[config.mk]
export PLATFORM = sky130hd
export DESIGN_NAME = rrs_top
export DESIGN_NICKNAME = d
export VERILOG_FILES = /design/src/rtl/rrs_pkg.sv /design/src/rtl/rrs_top.sv
export SDC_FILE = /design/constraint.sdc
export NUM_CORES = 1
export LEC_CHECK = 0
export BUFFER_PORTS_ARGS = -buffer_cell sky130_fd_sc_hd__buf_2
export CORE_MARGIN = 2
export CORE_UTILIZATION = 35
export CTS_BUF_LIST = sky130_fd_sc_hd__clkbuf_4 sky130_fd_sc_hd__clkbuf_8
export DETAILED_ROUTE_END_ITERATION = 10
export SYNTH_ARGS = -nofsm -noshare
export SYNTH_HDL_FRONTEND = slang
export SYNTH_SLANG_ARGS = --single-unit
[constraint.sdc]
create_clock -name hclk -period 2.39 [get_ports hclk]
set_input_delay 0.1195 -clock hclk [delete_from_list [all_inputs] [get_ports hclk]]
set_output_delay 0.1195 -clock hclk [all_outputs]
set_load 0.1 [all_outputs]
[src/rtl/rrs_pkg.sv]
package rrs_pkg;
  // ----------------------------------------------------------
  // Register map
  // ----------------------------------------------------------
  localparam int RRS_AW = 12;
  localparam logic [11:0] RRS_CAUSE_ADDR = 12'h000; // Cause/control
  localparam logic [11:0] RRS_STAT_ADDR = 12'h004; // Sequencer state
  localparam logic [15:0] RRS_CAUSE_POR = 16'h0003; // Power-on value
  localparam logic [15:0] RRS_CAUSE_MASK = 16'hc3ff; // Implemented
  // Cause/control bit positions
  localparam int B_TRAP = 15;
  localparam int B_OPC = 14;
  localparam int B_CFGM = 9;
  localparam int B_VREG = 8;
  localparam int B_PIN = 7;
  localparam int B_SOFT = 6;
  localparam int B_WDEN = 5;
  localparam int B_WATCHDOG_TIMEOUT_FLAG = 4;
  localparam int B_SLEEP = 3;
  localparam int B_IDLE = 2;
  localparam int B_BRWN = 1;
  localparam int B_POR = 0;
  // Sequencer state bit positions
  localparam int S_OSC = 0;  // Three bits of current selection
  localparam int S_EXEC = 3;
  localparam int S_MON = 4;
  localparam int S_FAIL = 5;
  localparam int S_MRST = 6;
  localparam int S_WDEN = 7;
  localparam int S_CLKV = 8;
  // ----------------------------------------------------------
  // Timing
  // ----------------------------------------------------------
  localparam int CLK_NS = 10;
  localparam int T_POR_NS = 10000;   // Power-on delay
  localparam int T_VREG_NS = 10000;  // Regulator startup
  localparam int T_RST_NS = 32000;   // State reset time
  localparam int POR_CYC = (T_POR_NS + CLK_NS - 1) / CLK_NS;
  localparam int VREG_CYC = (T_VREG_NS + CLK_NS - 1) / CLK_NS;
  localparam int RST_CYC = (T_RST_NS + CLK_NS - 1) / CLK_NS;
  localparam int MRW = 13;           // Release counter width
  localparam logic [9:0] STARTUP_LAST = 10'h3ff; // 1024th tick
  localparam logic [2:0] OSC_RC = 3'h0; // Fast internal RC code
  // Reset sequencer states
  typedef enum logic [1:0] {
    SEQ_POR = 2'b00,
    SEQ_HOLD = 2'b01,
    SEQ_RUN = 2'b10
  } rrs_seq_t;
endpackage

[src/rtl/rrs_top.sv]
// Our own choices: the register offsets and the AHB-Lite slave port.
module rrs_top #(
  parameter int POR_DLY = rrs_pkg::POR_CYC,
  parameter int VREG_DLY = rrs_pkg::VREG_CYC,
  parameter int RST_DLY = rrs_pkg::RST_CYC
) (
  // Clock and power-on reset
  input wire logic hclk,
  input wire logic hresetn,
  // AHB-Lite slave
  input wire logic hsel,
  input wire logic [31:0] haddr,
  input wire logic [1:0] htrans,
  input wire logic hwrite,
  input wire logic [2:0] hsize,
  input wire logic [31:0] hwdata,
  input wire logic hready,
  output logic hreadyout,
  output logic hresp,
  output logic [31:0] hrdata,
  // Reset sources and instructions, one-cycle pulses; the pin and the idle select are levels
  input wire logic brownout_evt,
  input wire logic soft_reset_evt,
  input wire logic wdt_expire_evt,
  input wire logic trap_conflict_evt,
  input wire logic bad_opcode_evt,
  input wire logic config_mismatch_evt,
  input wire logic watchdog_clear_instr,
  input wire logic power_save_instr,
  input wire logic power_save_idle,
  input wire logic master_clear_pin_n,
  // Configuration and oscillator
  input wire logic watchdog_fuse,
  input wire logic clock_switch_en,
  input wire logic two_speed_en,
  input wire logic clk_mon_en,
  input wire logic [2:0] initial_osc_cfg,
  input wire logic osc_is_crystal,
  input wire logic osc_uses_pll,
  input wire logic osc_tick,
  input wire logic pll_lock,
  input wire logic in_low_power,
  // Outputs to the device
  output logic master_reset,
  output logic exec_enable,
  output logic [2:0] current_osc_sel,
  output logic [2:0] active_osc_sel,
  output logic watchdog_enable,
  output logic regulator_standby,
  output logic clk_mon_active
);
  import rrs_pkg::*;

  // ----------------------------------------------------------
  // Pin synchronisers
  // ----------------------------------------------------------
  logic [1:0] pin_s_q;   // Master clear pin, active low
  logic [1:0] tick_s_q;  // Oscillator tick
  logic tick_d_q;        // Tick edge history
  logic [1:0] lock_s_q;  // PLL lock

  // Two flops each before any use
  always_ff @(posedge hclk or negedge hresetn) begin
    if (!hresetn) begin
      pin_s_q <= 2'h3;
      tick_s_q <= 2'h0;
      tick_d_q <= 1'b0;
      lock_s_q <= 2'h0;
    end else begin
      pin_s_q <= {pin_s_q[0], master_clear_pin_n};
      tick_s_q <= {tick_s_q[0], osc_tick};
      tick_d_q <= tick_s_q[1];
      lock_s_q <= {lock_s_q[0], pll_lock};
    end
  end

  wire logic pin_low = ~pin_s_q[1];
  wire logic tick_rise = tick_s_q[1] & ~tick_d_q;
  wire logic lock_ok = lock_s_q[1];

  // ----------------------------------------------------------
  // Bus slave
  // ----------------------------------------------------------
  logic wr_pend_q;               // Write data phase pending
  logic [RRS_AW-1:0] wr_addr_q;  // Its address
  logic [31:0] hrdata_q;         // Read data
  logic [15:0] cause_q;          // Cause/control register
  logic [15:0] stat_w;           // Sequencer state word

  // Address phase accepted
  wire logic addr_ok = hsel & htrans[1] & hready;
  wire logic [RRS_AW-1:0] a_lo = haddr[RRS_AW-1:0];
  wire logic hit_cause = (a_lo == RRS_CAUSE_ADDR);
  wire logic hit_stat = (a_lo == RRS_STAT_ADDR);
  // Read select, unmapped words read zero
  wire logic [31:0] rd_word =
    hit_cause ? {16'h0000, cause_q} :
    hit_stat ? {16'h0000, stat_w} : 32'h0000_0000;
  wire logic wr_cause = wr_pend_q & (wr_addr_q == RRS_CAUSE_ADDR);

  // Zero wait states, always OKAY
  always_ff @(posedge hclk or negedge hresetn) begin
    if (!hresetn) begin
      wr_pend_q <= 1'b0;
      wr_addr_q <= '0;
      hrdata_q <= 32'h0000_0000;
    end else begin
      wr_pend_q <= addr_ok & hwrite;
      wr_addr_q <= a_lo;
      // Read word latched at the address phase
      hrdata_q <= (addr_ok & ~hwrite) ? rd_word : 32'h0000_0000;
    end
  end

  assign hreadyout = 1'b1;
  assign hresp = 1'b0;
  assign hrdata = hrdata_q;

  // ----------------------------------------------------------
  // Cause flags
  // ----------------------------------------------------------
  // Hardware set events per bit
  logic [15:0] hw_set;
  always_comb begin
    hw_set = 16'h0000;
    hw_set[B_TRAP] = trap_conflict_evt;
    hw_set[B_OPC] = bad_opcode_evt;
    hw_set[B_CFGM] = config_mismatch_evt;
    hw_set[B_PIN] = pin_low;
    hw_set[B_SOFT] = soft_reset_evt;
    hw_set[B_WATCHDOG_TIMEOUT_FLAG] = wdt_expire_evt;
    hw_set[B_SLEEP] = power_save_instr & ~power_save_idle;
    hw_set[B_IDLE] = power_save_instr & power_save_idle;
    hw_set[B_BRWN] = brownout_evt;
  end

  // Watchdog flag cleared by clear or power-save instruction
  wire logic watchdog_timeout_flag_clr = watchdog_clear_instr | power_save_instr;
  wire logic [15:0] sw_val = wr_cause ? hwdata[15:0] : cause_q;
  wire logic [15:0] clr_mask = {11'h000, watchdog_timeout_flag_clr, 4'h0};
  // Set beats clear and write; unimplemented bits forced zero
  wire logic [15:0] cause_d =
    ((sw_val & ~clr_mask) | hw_set) & RRS_CAUSE_MASK;

  // Power-on value; other resets keep the flags
  always_ff @(posedge hclk or negedge hresetn) begin
    if (!hresetn) begin
      cause_q <= RRS_CAUSE_POR;
    end else begin
      cause_q <= cause_d;
    end
  end

  // ----------------------------------------------------------
  // Master reset sequencing
  // ----------------------------------------------------------
  rrs_seq_t seq_q;
  rrs_seq_t seq_d;
  logic [MRW-1:0] dly_q;  // Remaining hold cycles
  logic [MRW-1:0] dly_d;
  logic mrst_q;           // Master reset out

  // Any active source; register writes are not one
  wire logic src_any = brownout_evt | soft_reset_evt |
    wdt_expire_evt | trap_conflict_evt | bad_opcode_evt |
    config_mismatch_evt | pin_low;
  wire logic [MRW-1:0] dly_por = MRW'(POR_DLY + VREG_DLY + RST_DLY);
  wire logic [MRW-1:0] dly_bor = MRW'(VREG_DLY + RST_DLY);
  wire logic [MRW-1:0] dly_rst = MRW'(RST_DLY);
  // Brownout path is longer than plain state reset
  wire logic [MRW-1:0] dly_src = brownout_evt ? dly_bor : dly_rst;

  // Next state of the sequencer
  always_comb begin
    seq_d = seq_q;
    dly_d = dly_q;
    case (seq_q)
      SEQ_POR: begin
        seq_d = SEQ_HOLD;
        dly_d = dly_por;
      end
      SEQ_HOLD: begin
        if (src_any) begin
          dly_d = dly_src;
        end else if (dly_q <= MRW'(1)) begin
          seq_d = SEQ_RUN;
          dly_d = '0;
        end else begin
          dly_d = dly_q - MRW'(1);
        end
      end
      SEQ_RUN: begin
        if (src_any) begin
          seq_d = SEQ_HOLD;
          dly_d = dly_src;
        end
      end
      default: begin
        seq_d = SEQ_POR;
        dly_d = '0;
      end
    endcase
  end

  // Sequencer registers
  always_ff @(posedge hclk or negedge hresetn) begin
    if (!hresetn) begin
      seq_q <= SEQ_POR;
      dly_q <= '0;
      mrst_q <= 1'b1;
    end else begin
      seq_q <= seq_d;
      dly_q <= dly_d;
      mrst_q <= (seq_d != SEQ_RUN);
    end
  end

  wire logic rst_start = (seq_q == SEQ_POR) | src_any;
  wire logic release_now = mrst_q & (seq_d == SEQ_RUN);

  // ----------------------------------------------------------
  // Oscillator startup and clock selection
  // ----------------------------------------------------------
  logic [9:0] sut_q;   // Startup tick count
  logic sut_done_q;
  logic [2:0] osc_q;   // Current oscillator selection
  logic [2:0] osc_d;
  logic mon_q;         // Monitor running
  logic fail_q;        // Monitor moved to RC
  logic exec_q;
  logic [2:0] act_q;

  // Startup timer restarts with every reset, runs in parallel
  always_ff @(posedge hclk or negedge hresetn) begin
    if (!hresetn) begin
      sut_q <= 10'h000;
      sut_done_q <= 1'b0;
    end else if (rst_start) begin
      sut_q <= 10'h000;
      sut_done_q <= 1'b0;
    end else if (tick_rise & ~sut_done_q) begin
      sut_q <= sut_q + 10'h001;
      sut_done_q <= (sut_q == STARTUP_LAST);
    end
  end

  // Primary ready: crystal timer and PLL lock as needed
  wire logic prim_ok = (~osc_is_crystal | sut_done_q) &
    (~osc_uses_pll | lock_ok);
  wire logic on_rc = (osc_q == OSC_RC);
  // Two-speed runs on RC until primary is ready
  wire logic use_rc = fail_q | on_rc |
    (two_speed_en & ~prim_ok);
  wire logic clk_ok = use_rc | prim_ok;
  wire logic load_cfg = (seq_q == SEQ_POR) | brownout_evt |
    (~clock_switch_en & src_any);
  wire logic mon_trip = mon_q & ~prim_ok & ~on_rc;

  // Selection source by reset type
  always_comb begin
    osc_d = osc_q;
    if (load_cfg) begin
      osc_d = initial_osc_cfg;
    end else if (mon_trip) begin
      osc_d = OSC_RC;
    end
  end

  // Selection, monitor and execution gate
  always_ff @(posedge hclk or negedge hresetn) begin
    if (!hresetn) begin
      osc_q <= OSC_RC;
      mon_q <= 1'b0;
      fail_q <= 1'b0;
      exec_q <= 1'b0;
      act_q <= OSC_RC;
    end else begin
      osc_q <= osc_d;
      // Monitor begins at master reset release
      if (rst_start) begin
        mon_q <= 1'b0;
      end else if (release_now) begin
        mon_q <= clk_mon_en;
      end
      if (load_cfg) begin
        fail_q <= 1'b0;
      end else if (mon_trip) begin
        fail_q <= 1'b1;
      end
      exec_q <= ~mrst_q & clk_ok & ~rst_start;
      act_q <= use_rc ? OSC_RC : osc_q;
    end
  end

  // ----------------------------------------------------------
  // Watchdog enable and regulator standby
  // ----------------------------------------------------------
  logic wden_q;
  logic vstby_q;
  always_ff @(posedge hclk or negedge hresetn) begin
    if (!hresetn) begin
      wden_q <= 1'b0;
      vstby_q <= 1'b0;
    end else begin
      wden_q <= watchdog_fuse | cause_q[B_WDEN];
      vstby_q <= in_low_power & ~cause_q[B_VREG];
    end
  end

  // State word for software
  assign stat_w = {7'h00, clk_ok, wden_q, mrst_q, fail_q, mon_q,
    exec_q, osc_q};

  assign master_reset = mrst_q;
  assign exec_enable = exec_q;
  assign current_osc_sel = osc_q;
  assign active_osc_sel = act_q;
  assign watchdog_enable = wden_q;
  assign regulator_standby = vstby_q;
  assign clk_mon_active = mon_q;
endmodule // rrs_top

**Word level (Yosys, flattened, before mapping)**

Index checks and enable logic that the tools add are counted.

- Logic and storage cells: 111
- Register bits: 86
- Bits of input ports: 96
- Output and inout port bits: 45

- Muxes and demuxes: 24
- Reduce and logical (&&, ||, !) cells: 7
- Eq/ne operators: 7
- $add $sub $neg: 2
- Magnitude comparators: 1
- Bitwise gates (word level): 50

Operators with widths:

| kind | number |
|---|---|
| two-way mux 13 bit | 4 |
| two-way mux 16 bit | 3 |
| one-hot mux 13 bit (3 select lines) | 1 |
| zero test 12 bit | 2 |
| two-way mux 10 bit | 2 |
| bitwise AND 1 bit | 18 |
| bitwise AND 16 bit | 1 |
| inverter 5 -> 16 bit | 1 |
| OR 1 bit | 16 |
| OR 16 bit | 1 |
| <= comparator 13 x 1 -> 1 bit, second input constant | 1 |
| inverter 1 bit | 13 |
| subtractor 13 x 1 -> 13 bit, second input constant | 1 |
| equality test 12 x 3 -> 1 bit, second input constant | 1 |
| adder 10 x 1 -> 10 bit, second input constant | 1 |
| equality test 10 bit, second input constant | 1 |
| two-way mux 3 bit | 3 |
| two-way mux 9 bit | 1 |
| two-way mux 1 bit | 6 |
| two-way mux 2 bit | 3 |
| one-hot mux 2 bit (3 select lines) | 1 |
| nonzero test 2 bit | 3 |
| equality test 2 bit, second input constant | 2 |
| inequality test 2 bit, second input constant | 2 |
| other kinds (3) | 3 |

**Depth between registers and ports, before layout**

- Word-level depth: 12
- Mapped depth: 6
- Gate-level depth less buffers: 6

**Least setup slack after synthesis**

No wires, ideal clock.

- Kind: register to register
- From: reg dly_q[0]
- To: reg dly_q[10]
- Library setup time: 116 ps
- Cell stages (with the launch flop): 7
- Path buffers: 0
- Setup slack: 594 ps
- Period minus slack after synthesis: 1796 ps
- Arrival: 1680 ps
- Required time: 2274 ps
- Cell sequence: dfrtp_1 -> inv_1 -> ha_1 -> nor3b_1 -> nand3_1 -> xor2_1 -> o311ai_0

- Word-level cells in the longest chain between the ends: 4
- Elaborated cells on any way between the ends: 5
- Classes of those cells: 1 x add/sub; 1 x order compare; 3 x mux

Ends and longest elaborated chain:

| element | line | RTL |
|---|---|---|
| from (decl) | rrs_top.sv:159 | `logic [MRW-1:0] dly_q;` |
| from (signal assigned) | rrs_top.sv:213 | `dly_q <= dly_d;` |
| subtractor 13 x 1 -> 13 bit or <= comparator 13 x 1 -> 1 bit (tied branches) | rrs_top.sv:189, rrs_top.sv:185 |  |
| two-way mux 13 bit (*) | rrs_top.sv:185 | `end else if (dly_q <= MRW'(1)) begin` |
| two-way mux 13 bit (*) | rrs_top.sv:183 | `if (src_any) begin` |
| one-hot mux 13 bit (3 select lines) (*) | rrs_top.sv:177 | `case (seq_q)` |

Mark *: on every way between the ends. The rest lies on a longest branch, timed or not.
A chain may end at the register's enable or synchronous reset.

**Worst setup path after layout**

- From: in trap_conflict_evt
- To: reg dly_q[8]

- Word-level cells in the longest chain between the ends: 6
- Elaborated cells on any way between the ends: 7
- Classes of those cells: 1 x eq/ne; 2 x mux; 4 x bitwise

Ends and longest elaborated chain:

| element | line | RTL |
|---|---|---|
| from (decl) | rrs_top.sv:25 | `input wire logic trap_conflict_evt,` |
| OR 1 bit (*) (3 in a row) | rrs_top.sv:165 | `wdt_expire_evt \| trap_conflict_evt \| bad_opcode_evt \|` |
| OR 1 bit (*) | rrs_top.sv:166 | `config_mismatch_evt \| pin_low;` |
| two-way mux 13 bit | rrs_top.sv:183 |  |
| one-hot mux 13 bit (3 select lines) | rrs_top.sv:177 |  |

Marked as above.

==> results.md <==
* Unrepaired setup endpoints after global routing: false
* Worst setup EP type: flip-flop
* P&R area growth vs syn at 28.38%
* Core area at 10320 sq um
* Max Clk Rate at 0.4991 GHz
* # IOs at 141
* Gr usage total at 15.42%
* Cell Area, Synth at 3721 sq um
* Iter 0 DRT Violations at 133
* Synthesized flop and latch total at 82
* Final Util at 46.27%
* Placement Setup Slack at 0.5558 ns
* TritonCTS Sinks at 82
* Cell Rows at 37
* Final Max Tran Viols at 0
* Syn Inst Count at approximately 350
* Post-route insts no fill at roughly 610
* Cell Pwr Density at 621.6 nW/um^2
* Hold Path Class: input pin to flip-flop
* PnR worst setup slack at 0.3864 ns
* Post-synth top area share at 51.78%
* FILL cells at 951
* MaxCap Viol Count at 0
* Leakage power at 2.271 nW
* Max H-tree Level at 3
* DIE AREA at 11470 sq um
* Count of different cell masters after synthesis at 53
* Synth async-reset ratio at 100.0%
* Slew Limit Headroom at around half
* Diode count at 0
* # hold bufs at CTS at 34
* Num CTS Buffers at 9
* Die Span X at 107.1 microns
* Top post-synthesis cells by area: dfrtp_1, mux2i_1, buf_4
* Initial antenna violation count at 0
* Total gr overflow at 0
* Share of post-route cells with drive strength above 1 at 24.20%
* Critical Path AT at ~2.3 ns
* Status: finished, final reports clean
* DR vias at between 2k and 3k
* Detailed-router iteration count before antenna repair at 4
* Antenna Nets Post-Route at 0
* Register area share after synthesis at 55.31%
* Most frequent cells after synthesis: dfrtp_1, nor2_1, buf_4
* Top_reg_cell synth: dfrtp_1
* CP Buf/Inv Count at 2
* Clk_lat worst skew at about 0.36 ns
* Syn avg cell area at 10.72 sq um
* First-pass GRT wire length at 13640 microns
* Setup Buffers After CTS at 0
* Minimum clock period at 2.004 ns
* CP Launch Type: input pin
* Worst Tran Pin Value at roughly 0.76 ns
* YS warnings at 0
* Vias in the first global route at about 2.8k
* Via/cell ratio at ~4.8
* WP data required at 2.64 ns
* Post-CTS Resized at 0
* CTS clk-pin slew, worst paths at 0.08 ns
* Die Ht at 107.1 microns
* Tot Pwr at 2.970 mW
* Max VDD drop at 0.2631 mV
* Worst Clk Skew at between 0.01 and 0.015 ns
* PortBufs at between 70 and 80
* Clock Path Buffers at 2
* Crit Path Class: input pin to flip-flop
* Number of synthesized flops with an enable pin at 0
* CP max stage delay at about 0.57 ns
* Sequential cell area at 2058 sq um
* Area of the multi-input gates at 1463 sq um
* CTS Root Cell: clkbuf_8
* # nets final at 565
* Worst path slowest cell: or4_4
* Top-count cell post-synth: dfrtp_1
* Detailed placement HPWL at just under 6000 microns
* Largest net degree at the start of global routing at 53
* Final Cycle Share at 83.83%
* Final GP Congestion at 0.8125
* Starting density of the core at 36.04%
* Hold Vio Cnt, Final at 0
* Cells after DPL at 556
* Worst-path cell chain: dlygate4sd3_1, buf_2, or4_4, nor3_4, o211ai_1, o32ai_1
* Setup TNS at 0 ns
* Final setup violation count at 0
* Drt drc at 0
* Avg WL per Cell at approximately 14 microns
* Crit Path Max Fanout at 8
* Post-synth top area cell: dfrtp_1
* CTS tree: done
* Final wirelength at 8432 microns
* Cell class contributing the biggest share of worst-path delay: simple AND/OR/NAND/NOR gates
==> cells in the final DEF, fill, tap and decap left out, types with 3 or more instances in the layout <==
cell type / Yosys / routed
dfrtp_1: 77 / 77
buf_2: 1 / 73
nor2_1: 38 / 38
dlygate4sd3_1: 0 / 35
conb_1: 2 / 22
inv_1: 18 / 18
mux2i_1: 17 / 17
nand2_1: 17 / 17
o21ai_0: 14 / 14
xor2_1: 11 / 11
a21oi_1: 10 / 10
clkbuf_8: 0 / 10
buf_4: 22 / 10
and3_1: 7 / 7
nor3_1: 7 / 7
nand4_1: 7 / 7
nand3_1: 7 / 7
nor4_1: 6 / 6
and2_1: 6 / 6
nor2b_1: 5 / 5
a211o_1: 5 / 5
o31ai_1: 5 / 5
dfstp_2: 5 / 5
a31oi_1: 4 / 4
o211ai_1: 4 / 4
inv_6: 0 / 4
or3_1: 3 / 3
o21a_1: 3 / 3
o22ai_1: 3 / 3
mux2_2: 3 / 3
ha_1: 3 / 3
==> metrics by stage <==
stage	hold slack [ns]	cell area, sq um
after floorplan	-0.1761	3796
after global placement	0.1944	4219
after detailed placement	0.2042	4219
after CTS	0.01070	4767
after global routing	0.008808	4777
final	0.03056	4777
==> area by class of cell <==
| type | count | share of cell area (%) |
|---|---|---|
| Multi-Input combinational cell | 236 | 30.62 |
| Sequential cell | 82 | 43.09 |
| Inverter | 18 | 1.414 |
| Clock buffer | 10 | 2.881 |
| Clock inverter | 6 | 1.467 |
| Tap cell | 136 | 3.562 |
| Timing Repair Buffer | 119 | 16.97 |
==> report_power, final <==
group	switching, mW	internal, mW	leakage [nW]	total (mW)
Combinational	0.341	0.123	1.16	0.463
Clock	0.529	0.525	0.108	1.05
Sequential	0.0253	1.43	1.00	1.45
==> routing by layer <==
layer,GRT usage (%),part of all wire [%],up-vias
met1,20.10,45,1385
met2,24.46,48,87
met4,5.659,1.5,0
met3,4.377,5.6,9
li1,-,-,1415
met5,0,0,-
==> cells by family (layout without fill, tap and decap cells) <==
group | count (synthesis) | count (layout) | share of synthesized area (%)
AND/OR/NAND/NOR | 117 | 117 | 16.54
flip-flops | 82 | 82 | 55.31
AO/OA/AOI/OAI | 62 | 62 | 11.23
buffers and inverters | 49 | 153 | 7.397
multiplexers | 20 | 20 | 5.481
XOR/XNOR | 12 | 12 | 2.824
adder cells (fa/ha/maj) | 3 | 3 | 1.009
other | 2 | 22 | 0.2018
==> worst min-delay path, delay by kind of cell <==
family                 cells  cell delay (ns)
buffers and inverters      1             0.11
AND/OR/NAND/NOR            1             0.06
multiplexers               1             0.06
==> final timing paths <==
kind	from	endpoint	slack [ns]	cells past startpoint
worst max-delay path	trap_conflict_evt	dly_q[8]	0.39	6
worst min-delay path	clk_mon_en	clk_mon_active	0.03	3
worst max register to register	wr_addr_q[1]	cause_q[4]	0.39	6
worst min register to register	tick_s_q[0]	tick_s_q[1]	0.35	0
max in group asynchronous	hresetn	master_reset	1.36	3
min in group asynchronous	hresetn	wr_addr_q[4]	0.35	2
==> state kept, by name, summed over array words and instances, names as in the netlist, 2 cells and up <==
name	cells
dly_q	13
cause_q	12
hrdata	12
wr_addr_q	12
sut_q	10
active_osc_sel	3
current_osc_sel	3
lock_s_q	2
pin_s_q	2
seq_q	2
tick_s_q	2
No activity file was read; power rests on OpenSTA's default activity.
